$ cat config.mk
export PLATFORM = sky130hd
export DESIGN_NAME = selectable_delay_timer
export DESIGN_NICKNAME = d
export VERILOG_FILES = /design/src/include/delay_timer_pkg.sv /design/src/logic/tick_divider.sv /design/src/logic/trigger_sampler.sv /design/src/logic/selectable_delay_timer.sv
export SDC_FILE = /design/constraint.sdc
export NUM_CORES = 1
export LEC_CHECK = 0
export ABC_AREA = 1
export BUFFER_PORTS_ARGS = -buffer_cell sky130_fd_sc_hd__buf_2
export CAP_MARGIN = 20
export CORE_UTILIZATION = 47
export CTS_BUF_LIST = sky130_fd_sc_hd__clkbuf_2
export DETAILED_ROUTE_END_ITERATION = 10
export PLACE_DENSITY = 0.77
export RECOVER_POWER = 50
export SLEW_MARGIN = 20
export SYNTH_ARGS = -nofsm -noshare
export SYNTH_HDL_FRONTEND = slang
export SYNTH_HIERARCHICAL = 1
export SYNTH_SLANG_ARGS = --single-unit
$ cat constraint.sdc
create_clock -name i_clk -period 2.55 [get_ports i_clk]
set_clock_uncertainty 0.05 [all_clocks]
set_input_delay 0.255 -clock i_clk [delete_from_list [all_inputs] [get_ports i_clk]]
set_output_delay 0.255 -clock i_clk [all_outputs]
set_load 0.05 [all_outputs]
$ cat src/include/delay_timer_pkg.sv
// Purpose : shared constants, types and register layout of the selectable delay timer
// Assumes : 25 MHz module clock, 16-bit register port
// Notes   : time-outs are counted in a 0.1 ms time base

package delay_timer_pkg;

   // ************************************************************
   // widths
   // ************************************************************
   localparam int ADDR_W   = 8;
   localparam int DATA_W   = 16;
   localparam int PRESET_W = 16;
   localparam int CTRL_W   = 3;
   localparam int TICK_W   = 12;

   // ************************************************************
   // register offsets
   // ************************************************************
   localparam logic [ADDR_W-1:0] CTRL_OFS   = 8'h00;
   localparam logic [ADDR_W-1:0] FIRST_OFS  = 8'h04;
   localparam logic [ADDR_W-1:0] SECOND_OFS = 8'h08;
   localparam logic [ADDR_W-1:0] STATUS_OFS = 8'h0C;

   // ************************************************************
   // timing
   // ************************************************************
   localparam int CLK_PERIOD_NS  = 40;
   localparam int TICK_PERIOD_NS = 100000;   // 0.1 ms
   localparam int TICK_CYCLES    = TICK_PERIOD_NS / CLK_PERIOD_NS;

   // ************************************************************
   // types
   // ************************************************************
   typedef enum logic {
      MODE_ON_DELAY,
      MODE_ON_OFF
   } timer_mode_t;

   typedef enum logic [1:0] {
      ST_IDLE,
      ST_ON_WAIT,
      ST_HIGH,
      ST_OFF_WAIT
   } timer_state_t;

   typedef struct packed {
      logic        chain_stage_pick;
      logic        delay_choice;
      timer_mode_t mode;
   } ctrl_t;

   typedef struct packed {
      logic [11:0] zero;
      logic        busy;
      logic        trigger;
      logic        tracking;
      logic        timed;
   } status_t;

   // ************************************************************
   // reset values
   // ************************************************************
   localparam ctrl_t                 CTRL_RST   = 3'h4;
   localparam logic [PRESET_W-1:0]   PRESET_RST = 16'h0000;
   localparam logic [DATA_W-1:0]     RDATA_RST  = 16'h0000;

endpackage

$ cat src/logic/tick_divider.sv
// Purpose : one-cycle 0.1 ms tick enable from the module clock
// Assumes : i_restart realigns the tick phase to a time-out launch
// Notes   : first tick comes TICK_CYCLES cycles after a restart

`timescale 1ns/100ps

module tick_divider
   import delay_timer_pkg::*;
(
   input  wire logic i_clk,
   input  wire logic i_sys_rst,
   input  wire logic i_restart,
   output logic      o_tick
);

   localparam logic [TICK_W-1:0] TICK_TOP = TICK_W'(TICK_CYCLES - 1);

   logic [TICK_W-1:0] cnt_reg;
   logic [TICK_W-1:0] cnt_next;

   assign o_tick   = (cnt_reg == TICK_TOP);
   assign cnt_next = (i_restart || o_tick) ? '0 : cnt_reg + TICK_W'(1);

   always_ff @(posedge i_clk) begin
      if (i_sys_rst) begin
         cnt_reg <= '0;
      end else begin
         cnt_reg <= cnt_next;
      end
   end
endmodule

$ cat src/logic/trigger_sampler.sv
// Purpose : brings the trigger pin into the clock domain and finds its edges
// Assumes : trigger is asynchronous to i_clk
// Notes   : edges are seen two cycles after the pin moves

`timescale 1ns/100ps

module trigger_sampler
   import delay_timer_pkg::*;
(
   input  wire logic i_clk,
   input  wire logic i_sys_rst,
   input  wire logic i_pin,
   output logic      o_level,
   output logic      o_rise,
   output logic      o_fall
);

   logic meta_reg;
   logic sync_reg;
   logic prev_reg;

   always_ff @(posedge i_clk) begin
      if (i_sys_rst) begin
         meta_reg <= 1'b0;
         sync_reg <= 1'b0;
         prev_reg <= 1'b0;
      end else begin
         meta_reg <= i_pin;
         sync_reg <= meta_reg;
         prev_reg <= sync_reg;
      end
   end

   // edges from the synchronised level only
   assign o_level = sync_reg;
   assign o_rise  = sync_reg & ~prev_reg;
   assign o_fall  = ~sync_reg & prev_reg;
endmodule

$ cat src/logic/selectable_delay_timer.sv
// Purpose : two-value on-delay and on/off-delay timer for one discrete output channel
// Assumes : trigger is a pin or a previous block's timed output; 25 MHz clock
// Notes   : registers over a plain address/strobe port, read data one cycle later
//
// How it works
// on-delay mode: trigger rise launches the time-out picked by delay_choice
// on-delay mode: expiry sets both outputs; early trigger fall keeps timed low
// blocks chain, each timed output feeding the next trigger
// in a chain only the stage with chain_stage_pick 0 runs its time-out
// far side never selects two chained stages at once
// chained on-delay: timed output drops on trigger fall
// on-delay mode: timed and tracking outputs always equal
// far side changes choice and pick only while first trigger is low
// chain_stage_pick 1: timed output follows the trigger
// chain_stage_pick 0: block applies its own time-out
// on/off mode: choice 0 first on, second off; choice 1 swapped
// on/off mode: trigger rise launches on-delay and raises tracking
// on/off mode: on expiry timed rises, tracking falls; short pulse ignored
// on/off mode: trigger fall launches off-delay and raises tracking
// on/off mode: off-delay uses the preset not used as on-delay
// chained on/off: only the selected stage sets timed, clears tracking
// tracking output is brought out for monitoring
// presets count in 0.1 ms ticks
// on-delay mode: choice 0 first preset, choice 1 second preset
// on/off mode: off expiry with trigger low clears timed; rise keeps it
// counters step on a one-cycle tick; edges from the synchronised trigger

`timescale 1ns/100ps

module selectable_delay_timer
   import delay_timer_pkg::*;
(
   input  wire logic              i_clk,
   input  wire logic              i_sys_rst,
   input  wire logic              i_trigger,
   input  wire logic [ADDR_W-1:0] i_addr,
   input  wire logic [DATA_W-1:0] i_wdata,
   input  wire logic              i_wr,
   input  wire logic              i_rd,
   output logic [DATA_W-1:0]      o_rdata,
   output logic                   o_timed_output,
   output logic                   o_tracking_output
);

   // ************************************************************
   // signals
   // ************************************************************
   ctrl_t               ctrl_reg;
   logic [PRESET_W-1:0] first_reg;
   logic [PRESET_W-1:0] second_reg;
   logic [DATA_W-1:0]   rdata_reg;
   logic [DATA_W-1:0]   rd_mux;
   timer_state_t        state_reg;
   timer_state_t        state_next;
   logic [PRESET_W-1:0] count_reg;
   logic [PRESET_W-1:0] count_next;
   logic                timed_reg;
   logic                timed_next;
   logic                track_reg;
   logic                track_next;
   logic                load_on;
   logic                load_off;
   logic                restart;
   logic                tick;
   logic                trig_level;
   logic                trig_rise;
   logic                trig_fall;
   logic                selected;
   logic                on_delay_mode;
   logic                expired;
   logic [PRESET_W-1:0] on_preset;
   logic [PRESET_W-1:0] off_preset;
   status_t             status_word;

   // ************************************************************
   // trigger sampling and time base
   // ************************************************************
   trigger_sampler u_sampler (
      .i_clk     (i_clk),
      .i_sys_rst (i_sys_rst),
      .i_pin     (i_trigger),
      .o_level   (trig_level),
      .o_rise    (trig_rise),
      .o_fall    (trig_fall)
   );

   tick_divider u_divider (
      .i_clk     (i_clk),
      .i_sys_rst (i_sys_rst),
      .i_restart (restart),
      .o_tick    (tick)
   );

   // ************************************************************
   // decoding
   // ************************************************************
   assign selected      = ~ctrl_reg.chain_stage_pick;
   assign on_delay_mode = (ctrl_reg.mode == MODE_ON_DELAY);
   assign on_preset     = ctrl_reg.delay_choice ? second_reg : first_reg;
   assign off_preset    = ctrl_reg.delay_choice ? first_reg : second_reg;
   assign expired       = (count_reg == '0);
   assign restart       = load_on | load_off;

   // ************************************************************
   // timer sequencing
   // ************************************************************
   always_comb begin
      state_next = state_reg;
      count_next = count_reg;
      timed_next = timed_reg;
      track_next = track_reg;
      load_on    = 1'b0;
      load_off   = 1'b0;
      if (tick && !expired) begin
         count_next = count_reg - PRESET_W'(1);
      end
      if (!selected) begin
         state_next = ST_IDLE;
         timed_next = trig_level;
         track_next = trig_level;
      end else begin
         case (state_reg)
            ST_IDLE: begin
               timed_next = 1'b0;
               track_next = 1'b0;
               if (trig_rise) begin
                  state_next = ST_ON_WAIT;
                  load_on    = 1'b1;
                  count_next = on_preset;
                  track_next = ~on_delay_mode;
               end
            end
            ST_ON_WAIT: begin
               if (trig_fall) begin
                  state_next = ST_IDLE;
                  timed_next = 1'b0;
                  track_next = 1'b0;
               end else if (expired) begin
                  state_next = ST_HIGH;
                  timed_next = 1'b1;
                  track_next = on_delay_mode;
               end
            end
            ST_HIGH: begin
               if (trig_fall && on_delay_mode) begin
                  state_next = ST_IDLE;
                  timed_next = 1'b0;
                  track_next = 1'b0;
               end else if (trig_fall) begin
                  state_next = ST_OFF_WAIT;
                  load_off   = 1'b1;
                  count_next = off_preset;
                  track_next = 1'b1;
               end
            end
            ST_OFF_WAIT: begin
               if (trig_rise) begin
                  state_next = ST_HIGH;
                  track_next = 1'b0;
               end else if (expired) begin
                  state_next = ST_IDLE;
                  timed_next = 1'b0;
                  track_next = 1'b0;
               end
            end
            default: begin
               state_next = ST_IDLE;
            end
         endcase
      end
   end

   always_ff @(posedge i_clk) begin
      if (i_sys_rst) begin
         state_reg <= ST_IDLE;
         count_reg <= PRESET_RST;
         timed_reg <= 1'b0;
         track_reg <= 1'b0;
      end else begin
         state_reg <= state_next;
         count_reg <= count_next;
         timed_reg <= timed_next;
         track_reg <= track_next;
      end
   end

   assign o_timed_output    = timed_reg;
   assign o_tracking_output = track_reg;

   // ************************************************************
   // register port
   // ************************************************************
   assign status_word = '{zero: 12'h000, busy: (state_reg != ST_IDLE),
                          trigger: trig_level, tracking: track_reg, timed: timed_reg};

   assign rd_mux = (i_addr == CTRL_OFS)   ? {{(DATA_W-CTRL_W){1'b0}}, ctrl_reg} :
                   (i_addr == FIRST_OFS)  ? first_reg :
                   (i_addr == SECOND_OFS) ? second_reg :
                   (i_addr == STATUS_OFS) ? status_word : RDATA_RST;

   always_ff @(posedge i_clk) begin
      if (i_sys_rst) begin
         ctrl_reg   <= CTRL_RST;
         first_reg  <= PRESET_RST;
         second_reg <= PRESET_RST;
         rdata_reg  <= RDATA_RST;
      end else begin
         if (i_wr && i_addr == CTRL_OFS) begin
            ctrl_reg <= ctrl_t'(i_wdata[CTRL_W-1:0]);
         end
         if (i_wr && i_addr == FIRST_OFS) begin
            first_reg <= i_wdata;
         end
         if (i_wr && i_addr == SECOND_OFS) begin
            second_reg <= i_wdata;
         end
         rdata_reg <= i_rd ? rd_mux : RDATA_RST;
      end
   end

   assign o_rdata = rdata_reg;
endmodule

After elaboration in Yosys (flattened, before gate mapping):

Cells that the tools add are included.
W data, S select, Z words.

* flip-flop bits (word level): 86
* bits of input ports: 29
* output and inout port bits: 18
* word-level logic and storage cells: 101

* add/subtract/negate cells: 2
* eq/ne operators: 17
* mux-type cells: 42
* bitwise gates (word level): 7
* reduce and logical (&&, ||, !) cells: 18

Operators by type and width (number)
* $mux W16: 9
* $pmux W16 S2: 1
* $mux W1: 20
* $ne A3 B3 Y1 const B: 6
* $eq A8 B4 Y1 const B: 2
* $logic_not A16 Y1: 1
* $sub A16 B1 Y16 const B: 1
* $mux W2: 7
* $add A12 B1 Y12 const B: 1
* $eq A12 B12 Y1 const B: 1
* $ne A4 B4 Y1 const B: 3
* $eq A8 B3 Y1 const B: 1
* $logic_not A8 Y1: 1
* $pmux W1 S4: 2
* $pmux W2 S4: 1
* $reduce_and A4 Y1: 2
* $reduce_or A2 Y1: 3
* $logic_and A1 B1 Y1: 5
* $eq A2 B2 Y1 const B: 2
* $mux W4: 1
* $not A1 Y1: 4
* $mux W3: 1
* $reduce_and A3 Y1: 1
* $reduce_or A3 Y1: 1
* 8 further kinds: 9

Depth between registers and ports, before layout:

* depth after elaboration: 9
* gate-level depth with buffers: 15
* depth with buffers taken out: 14

Cells and area by module:

Netlist, hierarchy kept.

By module, submodules not included
* selectable_delay_timer: instances 1, cells each 672, area an instance 4271.6 um^2, seq. area each 1421.4 um^2
* tick_divider: instances 1, cells each 84, area an instance 598.1 um^2, seq. area each 240.2 um^2
* trigger_sampler: instances 1, cells each 12, area an instance 93.8 um^2, seq. area each 60.1 um^2

Worst setup path after synthesis:

No wires, ideal clock.

* path type: register to register
* start: register u_divider.cnt_reg[0]
* end: register count_reg[8]
* setup time: 0.112 ns
* arrival: 1.765 ns
* required time: 2.388 ns
* slack: 0.622 ns
* cell stages (with the launch flop): 16
* buffers on the path: 1
* clock period less this slack: 1.928 ns
* cell sequence: dfxtp_1 > ha_1 > nand2_1 > nor2_1 > nand3_1 > inv_1 > nand2_8 > inv_8 > buf_12 > nand2_1 > nand2_1 > nand2_1 > o21ai_2 > nand2_1 > nand2_1 > nand2_1

* cells in the longest elaborated chain, start to end: 7
* elaborated cells on any way between the ends: 8
* classes of those cells: eq/ne (1); mux (6); reduce/logical (1)

Ends and longest elaborated chain
* from (decl): line tick_divider.sv:18 `logic [TICK_W-1:0] cnt_reg;`
* from (signal assigned): line tick_divider.sv:28 `cnt_reg <= cnt_next;`
* $eq A12 B12 Y1 *: line tick_divider.sv:21 `assign o_tick = (cnt_reg == TICK_TOP);`
* named net tick: line selectable_delay_timer.sv:64 `logic tick;`
* $logic_and A1 B1 Y1 *: line selectable_delay_timer.sv:114 `if (tick && !expired) begin`
* $mux W16 *: line selectable_delay_timer.sv:114
* $mux W16: line selectable_delay_timer.sv:149 `end else if (trig_fall) begin`
* $mux W16: line selectable_delay_timer.sv:145 `if (trig_fall && on_delay_mode) begin`
* $pmux W16 S2: line selectable_delay_timer.sv:122 `case (state_reg)`
* $mux W16 *: line selectable_delay_timer.sv:117 `if (!selected) begin`
* to (signal assigned): line selectable_delay_timer.sv:181 `count_reg <= count_next;`
* to (decl): line selectable_delay_timer.sv:55 `logic [PRESET_W-1:0] count_reg;`

Mark *: on every way through the listed nets, which the timed path passes. The rest lies on a longest branch.
A chain may end at the register's enable or synchronous reset.

Final worst setup path:

* start: input i_sys_rst
* end: register u_divider.cnt_reg[5]

* cells in the longest elaborated chain, start to end: 1

Ends and longest elaborated chain
* from (decl): line selectable_delay_timer.sv:34 `input wire logic i_sys_rst,`
* $reduce_or A2 Y1 (no line)

Every way passes these cells.

==> impl_metrics.env <==
export IMPL_cts_resized=0
export IMPL_p_int_mw=1.666
export IMPL_clock_latency_ns=0.58
export IMPL_status="completed"
export IMPL_initial_core_util_pct=48.30
export IMPL_synth_cell_types=48
export IMPL_pwr_share_seq_pct=59.5
export IMPL_die_w_um=104.8
export IMPL_r2r_slack_ns=0.46
export IMPL_tightest_slew_ns=1.394
export IMPL_fmax_ghz=0.4554
export IMPL_diodes=0
export IMPL_critical_path_cell_chain="dlygate4sd3_1, clkbuf_1, clkbuf_1, nor2_1, nand2_2, nor2_1"
export IMPL_cap_violations=0
export IMPL_synth_flop_cell="dfxtp_1"
export IMPL_ys_seq_elements=86
export IMPL_timing_final_ws_setup_ns=0.3542
export IMPL_rsz0062_at_grt="no"
export IMPL_gp_routability_congestion=0.9352
export IMPL_grt_pass1_vias=4677
export IMPL_finalSetupViolCount=0
export IMPL_r2r_start="u_divider/cnt_reg[0]"
export IMPL_synthArstFlopShare_pct=0
export IMPL_fp_coreArea_um2=10280
export IMPL_rows=37
export IMPL_fin_area_um2=5598
export IMPL_wire_per_inst_um=12.93
export IMPL_cts_root_buf="clkbuf_2"
export IMPL_wl_mm=12.52
export IMPL_netlist_area_um2=4964
export IMPL_required_ns=2.99
export IMPL_die_h_um=104.8
export IMPL_path_class="in -> reg"
export IMPL_port_buffers=46
export IMPL_r2r_cells=14
export IMPL_crit_path_start_kind="primary input"
export IMPL_relSlewSlack_pct=7.098
export IMPL_path_max_fanout=26
export IMPL_fin_nets=859
export IMPL_synthToLayoutAreaGrowth_pct=12.78
export IMPL_ys_warn_count=6
export IMPL_swShare_pct=27.34
export IMPL_antenna_found_initial=0
export IMPL_syn_nets=800
export IMPL_holdPathStages=6
export IMPL_clkPwrFrac_pct=33.6
export IMPL_ir_drop_mv=0.3196
export IMPL_placedCellCount=930
export IMPL_power_switching_mw=0.6266
export IMPL_postCtsSetupBuffers=0
export IMPL_drive_gt1_share_pct=11.18
export IMPL_place_area_um2=5298
export IMPL_grt_max_degree=44
export IMPL_endpoint_kind="flop"
export IMPL_clock_sinks=86
export IMPL_pin_count=47
export IMPL_final_antenna_net_count=0
export IMPL_pre_cts_slack_ns=0.4979
export IMPL_final_cells=968
export IMPL_power_density_nw_per_um2=409.5
export IMPL_drc=0
export IMPL_min_period_ns=2.196
export IMPL_cts_max_path_buffers=2
export IMPL_slowest_delay_ns=1.04
export IMPL_avgSynthCellArea_um2=6.463
export IMPL_vias_per_cell=5.193
export IMPL_post_route_period_util_pct=86.11
export IMPL_cts_tree="built"
export IMPL_finalHoldViolations=0
export IMPL_clkTransAtPathRegs_ns=0.26
export IMPL_hold_end="o_rdata[13]"
export IMPL_p_leak_nw=2.606
export IMPL_pwr_share_comb_pct=6.9
export IMPL_setup_tns_ns=0
export IMPL_whs_ns=0.1329
export IMPL_fin_util_pct=54.47
export IMPL_holdCritStartpoint="i_addr[6]"
export IMPL_crit_path_top_delay_cell="clkbuf_1"
export IMPL_die_area_um2=10980
export IMPL_maxSlewViolCount=0
export IMPL_first_pass_iters=5
export IMPL_arrival_ns=2.63
export IMPL_grt_total_usage_pct=24.15
export IMPL_num_vias=5027
export IMPL_power_mw=2.292
export IMPL_cts_buffers=9
export IMPL_grt_pass1_wl_mm=21.56
export IMPL_yosysSeqAreaShare_pct=34.69
export IMPL_synth_cells=768
export IMPL_synth_edf_count=0
export IMPL_dr_first_iter_drc_count=240
export IMPL_overflow=0
export IMPL_regToRegEndpoint="count_reg[2]"
export IMPL_dpl_hpwl_mm=8.801
export IMPL_ctsHtreeMaxLevel=3
export IMPL_worstHoldPathType="in -> reg"
how the worst max path moves through the flow:
stage	start	endpoint	slack, ns	depth (start not counted)
3_3_place_gp	u_divider/cnt_reg[0]	count_reg[3]	0.57	14
5_1_grt	u_divider/cnt_reg[0]	count_reg[15]	0.09	13
2_1_floorplan	u_divider/cnt_reg[0]	count_reg[8]	0.62	15
4_1_cts	u_divider/cnt_reg[0]	count_reg[3]	0.46	14
3_5_place_dp	u_divider/cnt_reg[0]	count_reg[3]	0.50	14
6_report	i_sys_rst	u_divider/cnt_reg[5]	0.35	6
cell families (layout without fill, tap and decap cells):
kind of cell,Yosys count,count (layout),share of synthesized area [%]
XOR/XNOR,10,10,1.765
flip-flops,86,86,34.69
AND/OR/NAND/NOR,386,386,34.11
AO/OA/AOI/OAI,161,161,18.58
buffers and inverters,122,186,10.11
adder cells (fa/ha/maj),3,3,0.7563
synth_stat cells (2+ instances only):
master	instances	share of area, %
nand3_1	42	4.2
o211ai_1	3	0.45
o21ai_1	5	0.50
nand4_1	6	0.76
dfxtp_1	86	35
inv_2	2	0.15
nor2_1	79	6.0
nand3b_2	2	0.45
nor4_1	2	0.25
buf_1	2	0.15
nand2_1	216	16
xnor2_1	3	0.53
xor2_1	7	1.2
a31o_2	5	0.88
or2_2	3	0.38
o21bai_1	2	0.30
nand2_2	9	1.1
a21oi_1	72	7.3
clkbuf_1	13	0.98
buf_2	16	1.6
clkinv_1	2	0.15
nor3_1	7	0.71
a211oi_1	16	2.4
nor2_2	5	0.63
a21o_1	4	0.61
inv_1	85	6.4
o21ai_2	2	0.35
ha_1	3	0.76
nor2_4	5	1.1
nand3_2	2	0.40
o21ai_0	44	4.4
a41oi_1	2	0.35
placed cells by master, fill, tap and decap left out, types with 16 or more instances in the layout:
cell and n:
nand2_1 216, dfxtp_1 86, inv_1 85, nor2_1 79
a21oi_1 72, o21ai_0 44, nand3_1 42, buf_2 27
dlygate4sd3_1 22, clkbuf_1 20, a211oi_1 16
routing by layer:
| layer | global-route usage [%] | share of wire (%) | up-vias |
|---|---|---|---|
| li1 | - | - | 2598 |
| met5 | 0 | 0 | - |
| met2 | 40.73 | 46 | 169 |
| met1 | 29.50 | 45 | 2230 |
| met3 | 5.178 | 6.0 | 30 |
| met4 | 10.66 | 2.9 | 0 |
power groups by stage:
stage | Combinational [mW] | Clock, mW | Sequential, mW
after floorplan | 0.0787 | 0 | 1.39
after global placement | 0.131 | 0 | 1.39
after detailed placement | 0.131 | 0 | 1.39
after CTS | 0.158 | 0.782 | 1.36
after global routing | 0.175 | 0.833 | 1.37
final | 0.158 | 0.770 | 1.36
critical path: cells and delay by family:
family	cells	cell delay (ns)
buffers and inverters	3	1.78
and+or+nand+nor	3	0.59
final cells by class:
type	count	area, µm²
Tap cell	136	170.2
Clock inverter	7	80.08
Clock buffer	9	45.04
Sequential cell	86	1722
Timing Repair Buffer	80	510.5
Inverter	90	345.3
Fill cell	1065	4679
Multi-Input combinational cell	560	2725
repair_timing:
item | CTS | global route
hold endpoints to repair | 40 | 0
hold buffers | 22 | 0
endpoints found under the setup margin | 0 | 0
No activity file was read; power rests on OpenSTA's default activity.
